==> src/acwd_defines.vh <==
// What this block does
// [RULE1] Low byte bits: on, voltage, stop, enable, reset
// [RULE2] Bit 14 run, bit 15 clear request
// [RULE3] Profile position: setpoint, immediate change, abs/rel
// [RULE4] Homing mode: bit 4 starts homing run
// [RULE5] Bit 4: gearing sync, interpolation enable
// [RULE6] Other modes ignore bits 4 to 6
// [RULE7] Shut down: bits 2,1 set, bit 0 clear
// [RULE8] Switch on: bits 2,1,0 set
// [RULE9] Enable operation: bits 3..0 all set
// [RULE10] Disable operation: bit 3 clear, 2..0 set
// [RULE11] Quick stop: bit 2 clear, bit 1 set
// [RULE12] Disable voltage: bit 1 clear
// [RULE13] Fault reset on bit 7 rising edge only
// [RULE14] Program stop: bits 15,14 both clear
// [RULE15] Program resume: 15 clear, 14 set
// [RULE16] Program reset: 15 set, 14 clear
// [RULE17] Program start: bit 14 set
// [RULE18] Part program writes word as two bytes
// [RULE19] Fault event forces fault reaction active state
// [RULE20] Switched on holds; tracking only when enabled
// [RULE21] Disable voltage beats quick stop beats others
// [RULE22] Illegal transitions ignored, state unchanged
`ifndef ACWD_DEFINES_VH
`define ACWD_DEFINES_VH
`define ACWD_BIT_SWITCH_ON   0
`define ACWD_BIT_VOLT        1
`define ACWD_BIT_QSTOP       2
`define ACWD_BIT_ENABLE      3
`define ACWD_BIT_MODE0       4
`define ACWD_BIT_MODE1       5
`define ACWD_BIT_MODE2       6
`define ACWD_BIT_FRESET      7
`define ACWD_BIT_RUN         14
`define ACWD_BIT_CLEAR       15
`define ACWD_WORD_RESET      16'h0000
`define ACWD_MODE_OTHER      3'h0
`define ACWD_MODE_PROFILE    3'h1
`define ACWD_MODE_HOMING     3'h2
`define ACWD_MODE_GEARING    3'h3
`define ACWD_MODE_INTERP     3'h4
`endif

==> src/acwd_decoder.v <==
`timescale 1ns/1ps
`default_nettype none
`include "acwd_defines.vh"
module acwd_decoder (
    // Clock and reset
    input  wire        core_clk,
    input  wire        rst_b,
    // Fieldbus write port
    input  wire        bus_wr,
    input  wire [15:0] bus_wdata,
    // Part program byte inputs
    input  wire        prog_lo_wr,
    input  wire [7:0]  prog_lo_data,
    input  wire        prog_hi_wr,
    input  wire [7:0]  prog_hi_data,
    // Drive context
    input  wire [2:0]  op_mode,
    input  wire        fault_event,
    input  wire        fault_reaction_done,
    input  wire        init_done,
    input  wire        stop_done,
    // Register readback and state
    output reg  [15:0] axis_command_word,
    output reg  [6:0]  axis_state,
    output reg         power_stage_en,
    output reg         setpoint_track_en,
    // Axis command strobes
    output reg         cmd_shutdown,
    output reg         cmd_switch_on,
    output reg         cmd_enable_op,
    output reg         cmd_disable_op,
    output reg         cmd_quick_stop,
    output reg         cmd_disable_volt,
    output reg         cmd_fault_reset,
    // Mode dependent commands
    output reg         pp_new_setpoint,
    output reg         pp_change_now,
    output reg         pp_relative,
    output reg         homing_start,
    output reg         gear_sync,
    output reg         interp_enable,
    // Part program commands
    output reg         program_run_request,
    output reg         program_clear_request,
    output reg         prog_stop,
    output reg         prog_resume
);

////////////////////////////////////////////////////////////////////////
localparam [6:0] ST_NOT_READY = 7'h01;
localparam [6:0] ST_SW_DIS    = 7'h02;
localparam [6:0] ST_READY     = 7'h04;
localparam [6:0] ST_SW_ON     = 7'h08;
localparam [6:0] ST_OP_EN     = 7'h10;
localparam [6:0] ST_QSTOP     = 7'h20;
localparam [6:0] ST_FAULT_R   = 7'h40;
localparam [6:0] ST_FAULT     = 7'h00;

////////////////////////////////////////////////////////////////////////
reg         fr_prev_r;
reg  [15:0] word_nxt;

// Bus write takes the whole word; program byte writes merge
always @* begin
    word_nxt = axis_command_word;
    if (bus_wr) begin
        word_nxt = bus_wdata;
    end
    if (prog_lo_wr) begin
        word_nxt[7:0] = prog_lo_data;                      // [RULE18]
    end
    if (prog_hi_wr) begin
        word_nxt[15:8] = prog_hi_data;                     // [RULE18]
    end
end

always @(posedge core_clk or negedge rst_b) begin
    if (!rst_b) begin
        axis_command_word <= `ACWD_WORD_RESET;
        fr_prev_r         <= 1'b0;
    end else begin
        axis_command_word <= word_nxt;
        fr_prev_r         <= axis_command_word[`ACWD_BIT_FRESET];
    end
end

////////////////////////////////////////////////////////////////////////
wire [15:0] w = axis_command_word;
wire b0 = w[`ACWD_BIT_SWITCH_ON];                          // [RULE1]
wire b1 = w[`ACWD_BIT_VOLT];
wire b2 = w[`ACWD_BIT_QSTOP];
wire b3 = w[`ACWD_BIT_ENABLE];
wire dv_m = !b1;                                           // [RULE12]
wire qs_m = !b2 && b1;                                     // [RULE11]
wire sd_m = b2 && b1 && !b0;                               // [RULE7]
wire so_m = b2 && b1 && b0;                                // [RULE8]
wire eo_m = so_m && b3;                                    // [RULE9]
wire do_m = so_m && !b3;                                   // [RULE10]
// Level stays high; only the edge resets a fault
wire fr_m = w[`ACWD_BIT_FRESET] && !fr_prev_r;             // [RULE13]

// Priority: disable voltage, then quick stop, then the rest
wire dv_p = dv_m;                                          // [RULE21]
wire qs_p = qs_m && !dv_m;                                 // [RULE21]

reg [6:0] st_nxt;
always @* begin
    st_nxt = axis_state;
    if (fault_event) begin
        st_nxt = ST_FAULT_R;                               // [RULE19]
    end else begin
        // Commands not legal for the state leave it alone
        case (axis_state)                                  // [RULE22]
            ST_NOT_READY: begin
                if (init_done) st_nxt = ST_SW_DIS;
            end
            ST_SW_DIS: begin
                if (sd_m) st_nxt = ST_READY;
            end
            ST_READY: begin
                if (dv_p || qs_p) st_nxt = ST_SW_DIS;
                else if (so_m) st_nxt = ST_SW_ON;
            end
            ST_SW_ON: begin
                if (dv_p || qs_p) st_nxt = ST_SW_DIS;
                else if (sd_m) st_nxt = ST_READY;
                else if (eo_m) st_nxt = ST_OP_EN;
            end
            ST_OP_EN: begin
                if (dv_p) st_nxt = ST_SW_DIS;
                else if (qs_p) st_nxt = ST_QSTOP;
                else if (sd_m) st_nxt = ST_READY;
                else if (do_m) st_nxt = ST_SW_ON;
            end
            ST_QSTOP: begin
                if (dv_p || stop_done) st_nxt = ST_SW_DIS;
                else if (eo_m) st_nxt = ST_OP_EN;
            end
            ST_FAULT_R: begin
                if (fault_reaction_done) st_nxt = ST_FAULT;
            end
            ST_FAULT: begin
                if (fr_m) st_nxt = ST_SW_DIS;
            end
            default: st_nxt = ST_NOT_READY;
        endcase
    end
end

////////////////////////////////////////////////////////////////////////
wire m_pp = op_mode == `ACWD_MODE_PROFILE;
wire m_hm = op_mode == `ACWD_MODE_HOMING;
wire m_eg = op_mode == `ACWD_MODE_GEARING;
wire m_ip = op_mode == `ACWD_MODE_INTERP;

always @(posedge core_clk or negedge rst_b) begin
    if (!rst_b) begin
        axis_state            <= ST_NOT_READY;
        power_stage_en        <= 1'b0;
        setpoint_track_en     <= 1'b0;
        cmd_shutdown          <= 1'b0;
        cmd_switch_on         <= 1'b0;
        cmd_enable_op         <= 1'b0;
        cmd_disable_op        <= 1'b0;
        cmd_quick_stop        <= 1'b0;
        cmd_disable_volt      <= 1'b0;
        cmd_fault_reset       <= 1'b0;
        pp_new_setpoint       <= 1'b0;
        pp_change_now         <= 1'b0;
        pp_relative           <= 1'b0;
        homing_start          <= 1'b0;
        gear_sync             <= 1'b0;
        interp_enable         <= 1'b0;
        program_run_request   <= 1'b0;
        program_clear_request <= 1'b0;
        prog_stop             <= 1'b0;
        prog_resume           <= 1'b0;
    end else begin
        axis_state        <= st_nxt;
        // Power stage on in switched on, op enabled, quick stop
        power_stage_en    <= (st_nxt == ST_SW_ON) || (st_nxt == ST_OP_EN)
                             || (st_nxt == ST_QSTOP);      // [RULE20]
        setpoint_track_en <= st_nxt == ST_OP_EN;           // [RULE20]
        cmd_disable_volt  <= dv_p;                         // [RULE21]
        cmd_quick_stop    <= qs_p;                         // [RULE21]
        cmd_shutdown      <= sd_m;
        cmd_switch_on     <= so_m;
        cmd_enable_op     <= eo_m;
        cmd_disable_op    <= do_m;
        cmd_fault_reset   <= fr_m;                         // [RULE13]
        // Other modes see zeros here
        pp_new_setpoint   <= m_pp && w[`ACWD_BIT_MODE0];   // [RULE3] [RULE6]
        pp_change_now     <= m_pp && w[`ACWD_BIT_MODE1];   // [RULE3]
        pp_relative       <= m_pp && !w[`ACWD_BIT_MODE2];  // [RULE3]
        homing_start      <= m_hm && w[`ACWD_BIT_MODE0];   // [RULE4]
        gear_sync         <= m_eg && w[`ACWD_BIT_MODE0];   // [RULE5]
        interp_enable     <= m_ip && w[`ACWD_BIT_MODE0];   // [RULE5]
        program_run_request   <= w[`ACWD_BIT_RUN];         // [RULE2] [RULE17]
        program_clear_request <= w[`ACWD_BIT_CLEAR]
                                 && !w[`ACWD_BIT_RUN];     // [RULE2] [RULE16]
        prog_stop   <= !w[`ACWD_BIT_CLEAR] && !w[`ACWD_BIT_RUN];  // [RULE14]
        prog_resume <= !w[`ACWD_BIT_CLEAR] && w[`ACWD_BIT_RUN];   // [RULE15]
    end
end

endmodule
`default_nettype wire

==> config.mk <==
export PLATFORM = sky130hd
export DESIGN_NAME = acwd_decoder
export DESIGN_NICKNAME = d
export VERILOG_FILES = /design/src/acwd_decoder.v
export VERILOG_INCLUDE_DIRS = /design/src
export SDC_FILE = /design/constraint.sdc
export NUM_CORES = 1
export LEC_CHECK = 0
export ABC_CLOCK_PERIOD_IN_PS = 6100
export BUFFER_PORTS_ARGS = -buffer_cell sky130_fd_sc_hd__buf_2
export CAP_MARGIN = 20
export CORE_MARGIN = 2
export CORE_UTILIZATION = 34
export CTS_BUF_LIST = sky130_fd_sc_hd__clkbuf_4 sky130_fd_sc_hd__clkbuf_8
export CTS_CLUSTER_DIAMETER = 60
export DETAILED_ROUTE_END_ITERATION = 12
export GPL_TIMING_DRIVEN = 0
export RECOVER_POWER = 100
export SETUP_SLACK_MARGIN = 0.3
export SLEW_MARGIN = 20
export SYNTH_ARGS = -nofsm -noshare
export SYNTH_HDL_FRONTEND = slang
export SYNTH_SLANG_ARGS = --single-unit
==> constraint.sdc <==
create_clock -name core_clk -period 6.1 [get_ports core_clk]
set_clock_uncertainty 0.2 [all_clocks]
set_input_delay 0.305 -clock core_clk [delete_from_list [all_inputs] [get_ports core_clk]]
set_output_delay 0.305 -clock core_clk [all_outputs]
set_load 0.02 [all_outputs]
# Word level (Yosys, flattened, before mapping)
# Cells that the tools add are included.
dict set report classes {
  n_reduce_logical 32
  n_eq_ne 14
  muxes 19
}
# operator n
set ops {}
lappend ops {{7-bit 2-to-1 mux} 15}
lappend ops {{7-bit one-hot mux with 8 select lines} 1}
lappend ops {{1-bit logical AND} 17}
lappend ops {{16-bit 2-to-1 mux} 1}
lappend ops {{8-bit 2-to-1 mux} 2}
lappend ops {{7-bit by 4-bit == test with 1-bit output, second input constant} 2}
lappend ops {{7-bit by 5-bit == test with 1-bit output, second input constant} 2}
lappend ops {{7-bit by 6-bit == test with 1-bit output, second input constant} 2}
lappend ops {{1-bit zero test} 8}
lappend ops {{7-bit by 1-bit == test with 1-bit output, second input constant} 1}
lappend ops {{7-bit by 2-bit == test with 1-bit output, second input constant} 1}
lappend ops {{7-bit by 3-bit == test with 1-bit output, second input constant} 1}
lappend ops {{7-bit == test, second input constant} 1}
lappend ops {{7-bit zero test} 1}
lappend ops {{3-bit by 2-bit == test with 1-bit output, second input constant} 2}
lappend ops {{1-bit logical OR} 4}
lappend ops {{2-bit nonzero test} 2}
lappend ops {{3-bit by 1-bit == test with 1-bit output, second input constant} 1}
lappend ops {{3-bit == test, second input constant} 1}
dict set report word_totals {
  input_bits 44
  word_cells 88
  reg_bits 43
  output_inout_bits 42
}

# Depth between registers and ports, before layout
dict set report logic_depth {
  ltp_word 12
  depth_mapped 7
  depth_no_buf 6
}

# Worst setup path after synthesis
# No wires, ideal clock.
dict set report synth_path {
  kind {register -> register}
  start {reg axis_state[6]}
  end {reg power_stage_en}
  slack_ps 3681
  synth_period_minus_slack_ps 2419
  setup_ps 82
  n_path_buf 0
  required_time_ps 5818
  path_stages_with_launch 6
  t_arrival_ps 2137
  path_cell_list {dfrtp_1 -> or4_4 -> or4_1 -> o211a_2 -> a311o_1 -> a31oi_1}
}
dict set report synth_via {
  elab_chain_len 9
  elab_cells_between_ends 29
  classes_between {eq/ne: 10; mux: 16; reduce/logical: 3}
}
# item line
set synth_rtl {}
lappend synth_rtl {{start, declared} acwd_decoder.v:24} ;# output reg [6:0] axis_state,
lappend synth_rtl {{start signal, assigned} acwd_decoder.v:179} ;# axis_state <= st_nxt;
lappend synth_rtl {{7-bit 2-to-1 mux} acwd_decoder.v:133} ;# else if (do_m) st_nxt = ST_SW_ON;
lappend synth_rtl {{7-bit 2-to-1 mux} acwd_decoder.v:132} ;# else if (sd_m) st_nxt = ST_READY;
lappend synth_rtl {{7-bit 2-to-1 mux} acwd_decoder.v:131} ;# else if (qs_p) st_nxt = ST_QSTOP;
lappend synth_rtl {{7-bit 2-to-1 mux} acwd_decoder.v:130} ;# if (dv_p) st_nxt = ST_SW_DIS;
lappend synth_rtl {{7-bit one-hot mux with 8 select lines (*)} acwd_decoder.v:113} ;# case (axis_state)
lappend synth_rtl {{7-bit 2-to-1 mux (*)} acwd_decoder.v:109} ;# if (fault_event) begin
lappend synth_rtl {{7-bit by 4-bit == test with 1-bit output or 7-bit by 5-bit == test with 1-bit output (tied branches)} acwd_decoder.v:181} ;# power_stage_en <= (st_nxt == ST_SW_ON) || (st_nxt == ST_OP_EN)
lappend synth_rtl {{1-bit logical OR} acwd_decoder.v:181}
lappend synth_rtl {{1-bit logical OR (*)} acwd_decoder.v:182} ;# || (st_nxt == ST_QSTOP);
lappend synth_rtl {{end signal, assigned} acwd_decoder.v:181}
lappend synth_rtl {{end, declared} acwd_decoder.v:25} ;# output reg power_stage_en,
# Every way passes the cells marked *; elsewhere a longest branch is shown, timed or not.
# A chain may end at the register's enable or synchronous reset.

==> reports/results.ini <==
[status]
status = finished with violations
failed_checks = max-capacitance violations, max-slew violations

[power_and_ir_drop]
p_leak_nw = 1.16
p_comb_frac = 0.175
pwr_density_cell_nw_per_um2 = 234
switching_share = 0.284
p_int_uw = 431
power_frac_seq = 0.528
vdd_ir_drop_max_mv = 0.121
p_clk_frac = 0.297
switchingPower_uw = 170

[setup_path]
slowest_delay_ns = 1.61
path_class = in -> async
cp_num_cells = 2
path_cells = dlygate4sd3_1 -> clkbuf_1
r2r_slack_ns = 3.56
endpoint = axis_state[3]
worstRegToRegCells = 6
path_max_fanout = 43
startpoint = rst_b
critPathArrivalTime_ns = 2.47
rr_endpoint = power_stage_en
critPathLaunchType = primary input
crit_family = buffers and inverters
setup.worst_path.end_class = async pin
required_ns = 5.84
cp_num_buf_inv = 2
slowest_stage = clkbuf_1
r2r_start = axis_state[3]

[logic_synthesis]
ys_seq_area_frac = 0.538
syn_area_per_cell_um2 = 10.4
async_flop_share = 1.00
synth_warnings = 0
synth_fp_nets = 237
synth-seq-cells = 43
ys.flop_type = dfrtp_1
synth_cell_types = 42
syn_area_um2 = 2000
synth_edf_count = 0
netlist_instances = 193

[routing]
drt_iter0_markers = 84
firstDrtPassIters = 4
wl_per_cell_um = 13.2
antenna_left = 0
routed_via_density = 4.95
vias = 1773
drc = 0
wirelength_mm = 4.73

[timing]
max_freq_mhz = 366
drv_slew = 44
period_share = 0.448
min_period_ns = 2.74
relSlewSlack = -0.503
rsz0062_at_grt = false
tightest_slew_ns = 2.25
tns_ns = 0
hold_viol = 0
setup_viol = 0

[global_route]
use_met2 = 0.247
grt_overflow = 0
grt.total_usage = 0.151
met1_usage = 0.196
met3_usage = 0.0360
grt-busiest-layer = met2
grt_pass1_wl_mm = 7.55
antenna_found_initial = 0
grt_pass1_vias = 1599
grt_start_max_net_pins = 44

[cts]
tritoncts = yes
htree_levels = 2
clockBufferDepth = 2
cts.clk_slew.worst_paths_ns = 0.07
ctsResizeCount = 0
cts_buffers = 5
root_buffer = clkbuf_8
cts.sinks = 43
insertion_delay_ns = 0.29

[finish]
drive_above_1_share = 0.182
fillers = 624
reg_top3 = axis_command_word (16), axis_state (7)
largest_reg_flops = 16
diodes = 0
final_cell_area_um2 = 2560
regMostFlops = axis_command_word
area_growth_pct = 28.1
fin_nets = 330

[floorplanning]
die_h_um = 80.7
ioPinCount = 86
core_um2 = 5610
rows = 27
die_w_um = 80.7
start_util = 0.357
dieArea_um2 = 6510

[flow_run]
maxCapViolCount = 1

[place]
io_buffer_count = 84
gp_congestion = 0.884
hpwl_mm = 3.53
placed_cell_area_um2 = 2510

[hold_path]
hold_path.class = in -> reg

==> what timing repair did <==
| action | CTS | global route |
|---|---|---|
| buffers inserted | 0 | 0 |
| hold endpoints to repair | 13 | 0 |
| hold buffers | 2 | 0 |
==> Yosys cell counts, drive strengths merged (3+ instances only) <==
library cell  number  area (um2)
a31oi              5        31.3
nor2               9        33.8
nand2b             5        31.3
inv                6        22.5
or4                3        26.3
clkbuf             9        33.8
nor3               5        25.0
mux2i             16         160
a21oi              3        15.0
o21ai             19        95.1
nor2b              6        37.5
nor3b              4        30.0
buf                3        18.8
a211oi             3        22.5
nand2             22        82.6
nand4              4        40.0
dfrtp             42        1050
==> worst min path at each step <==
| stage | end | from | cells after the start |
|---|---|---|---|
| final | interp_enable | op_mode[0] | 2 |
| after global routing | homing_start | op_mode[0] | 2 |
| after CTS | interp_enable | op_mode[0] | 2 |
| after detailed placement | fr_prev_r | axis_command_word[7] | 0 |
| after global placement | fr_prev_r | axis_command_word[7] | 0 |
| after floorplan | axis_command_word[0] | rst_b | 0 |
==> power by group through the flow <==
| stage | registers (mW) | logic (mW) | clock network, mW |
|---|---|---|---|
| detailed placement | 0.322 | 0.111 | 0 |
| finish | 0.317 | 0.105 | 0.179 |
| global route | 0.320 | 0.117 | 0.200 |
| CTS | 0.317 | 0.112 | 0.185 |
| floorplan | 0.343 | 0.0403 | 0 |
| global placement | 0.322 | 0.110 | 0 |
==> logic make-up after synthesis <==
family,Yosys count,share of synthesized area
AO/OA/AOI/OAI,43,0.136
XOR/XNOR,1,0.00438
AND/OR/NAND/NOR,72,0.204
multiplexers,16,0.0800
flip-flops,43,0.538
buffers and inverters,18,0.0375
==> placed cells by master (no fill, tap or decap), types with 2 or more instances in the layout <==
master / n
dfrtp_1: 42
or4_1: 2
mux2i_1: 16
nand3_1: 2
o21ai_0: 19
nand2_1: 22
dlygate4sd3_1: 2
nand3b_1: 2
nor3_1: 5
nor4_1: 2
clkbuf_8: 6
a211oi_1: 3
and4b_1: 2
a21oi_1: 3
clkbuf_1: 54
nand4_1: 3
buf_2: 40
nor2_1: 9
o311ai_0: 2
a22oi_1: 2
nor3b_1: 4
a31oi_1: 5
nor2b_1: 6
nand2b_1: 5
inv_1: 6
and2_0: 2
==> per-stage QoR <==
step | worst slack, ns | util | instances | hold WS (ns) | power, mW
after CTS | 3.59 | 0.467 | 358 | 0.00305 | 0.614
after global placement | 3.63 | 0.448 | 349 | 0.234 | 0.432
after global routing | 2.77 | 0.457 | 358 | 0.0115 | 0.637
final | 3.36 | 0.457 | 358 | 0.0132 | 0.601
after floorplan | 3.68 | - | 193 | -0.191 | 0.383
after detailed placement | 3.61 | 0.448 | 349 | 0.244 | 0.433
==> area by class of cell <==
type | count | area, um2 | area share
flip-flops and latches | 43 | 1080 | 0.420
multi-input cells | 132 | 848 | 0.331
repair buffers | 86 | 385 | 0.150
well taps | 72 | 90.1 | 0.0351
clock buffers | 6 | 82.6 | 0.0322
plain buffers | 12 | 52.6 | 0.0205
inverters | 6 | 22.5 | 0.00878
clock inverters | 1 | 5.00 | 0.00195
==> metal layers <==
metal  up-vias  part of all wire
met5         -                 0
met4         0             0.013
met3         6             0.054
met2        59              0.49
met1       831              0.45
li1        877                 -
No activity file was read; power rests on OpenSTA's default activity.
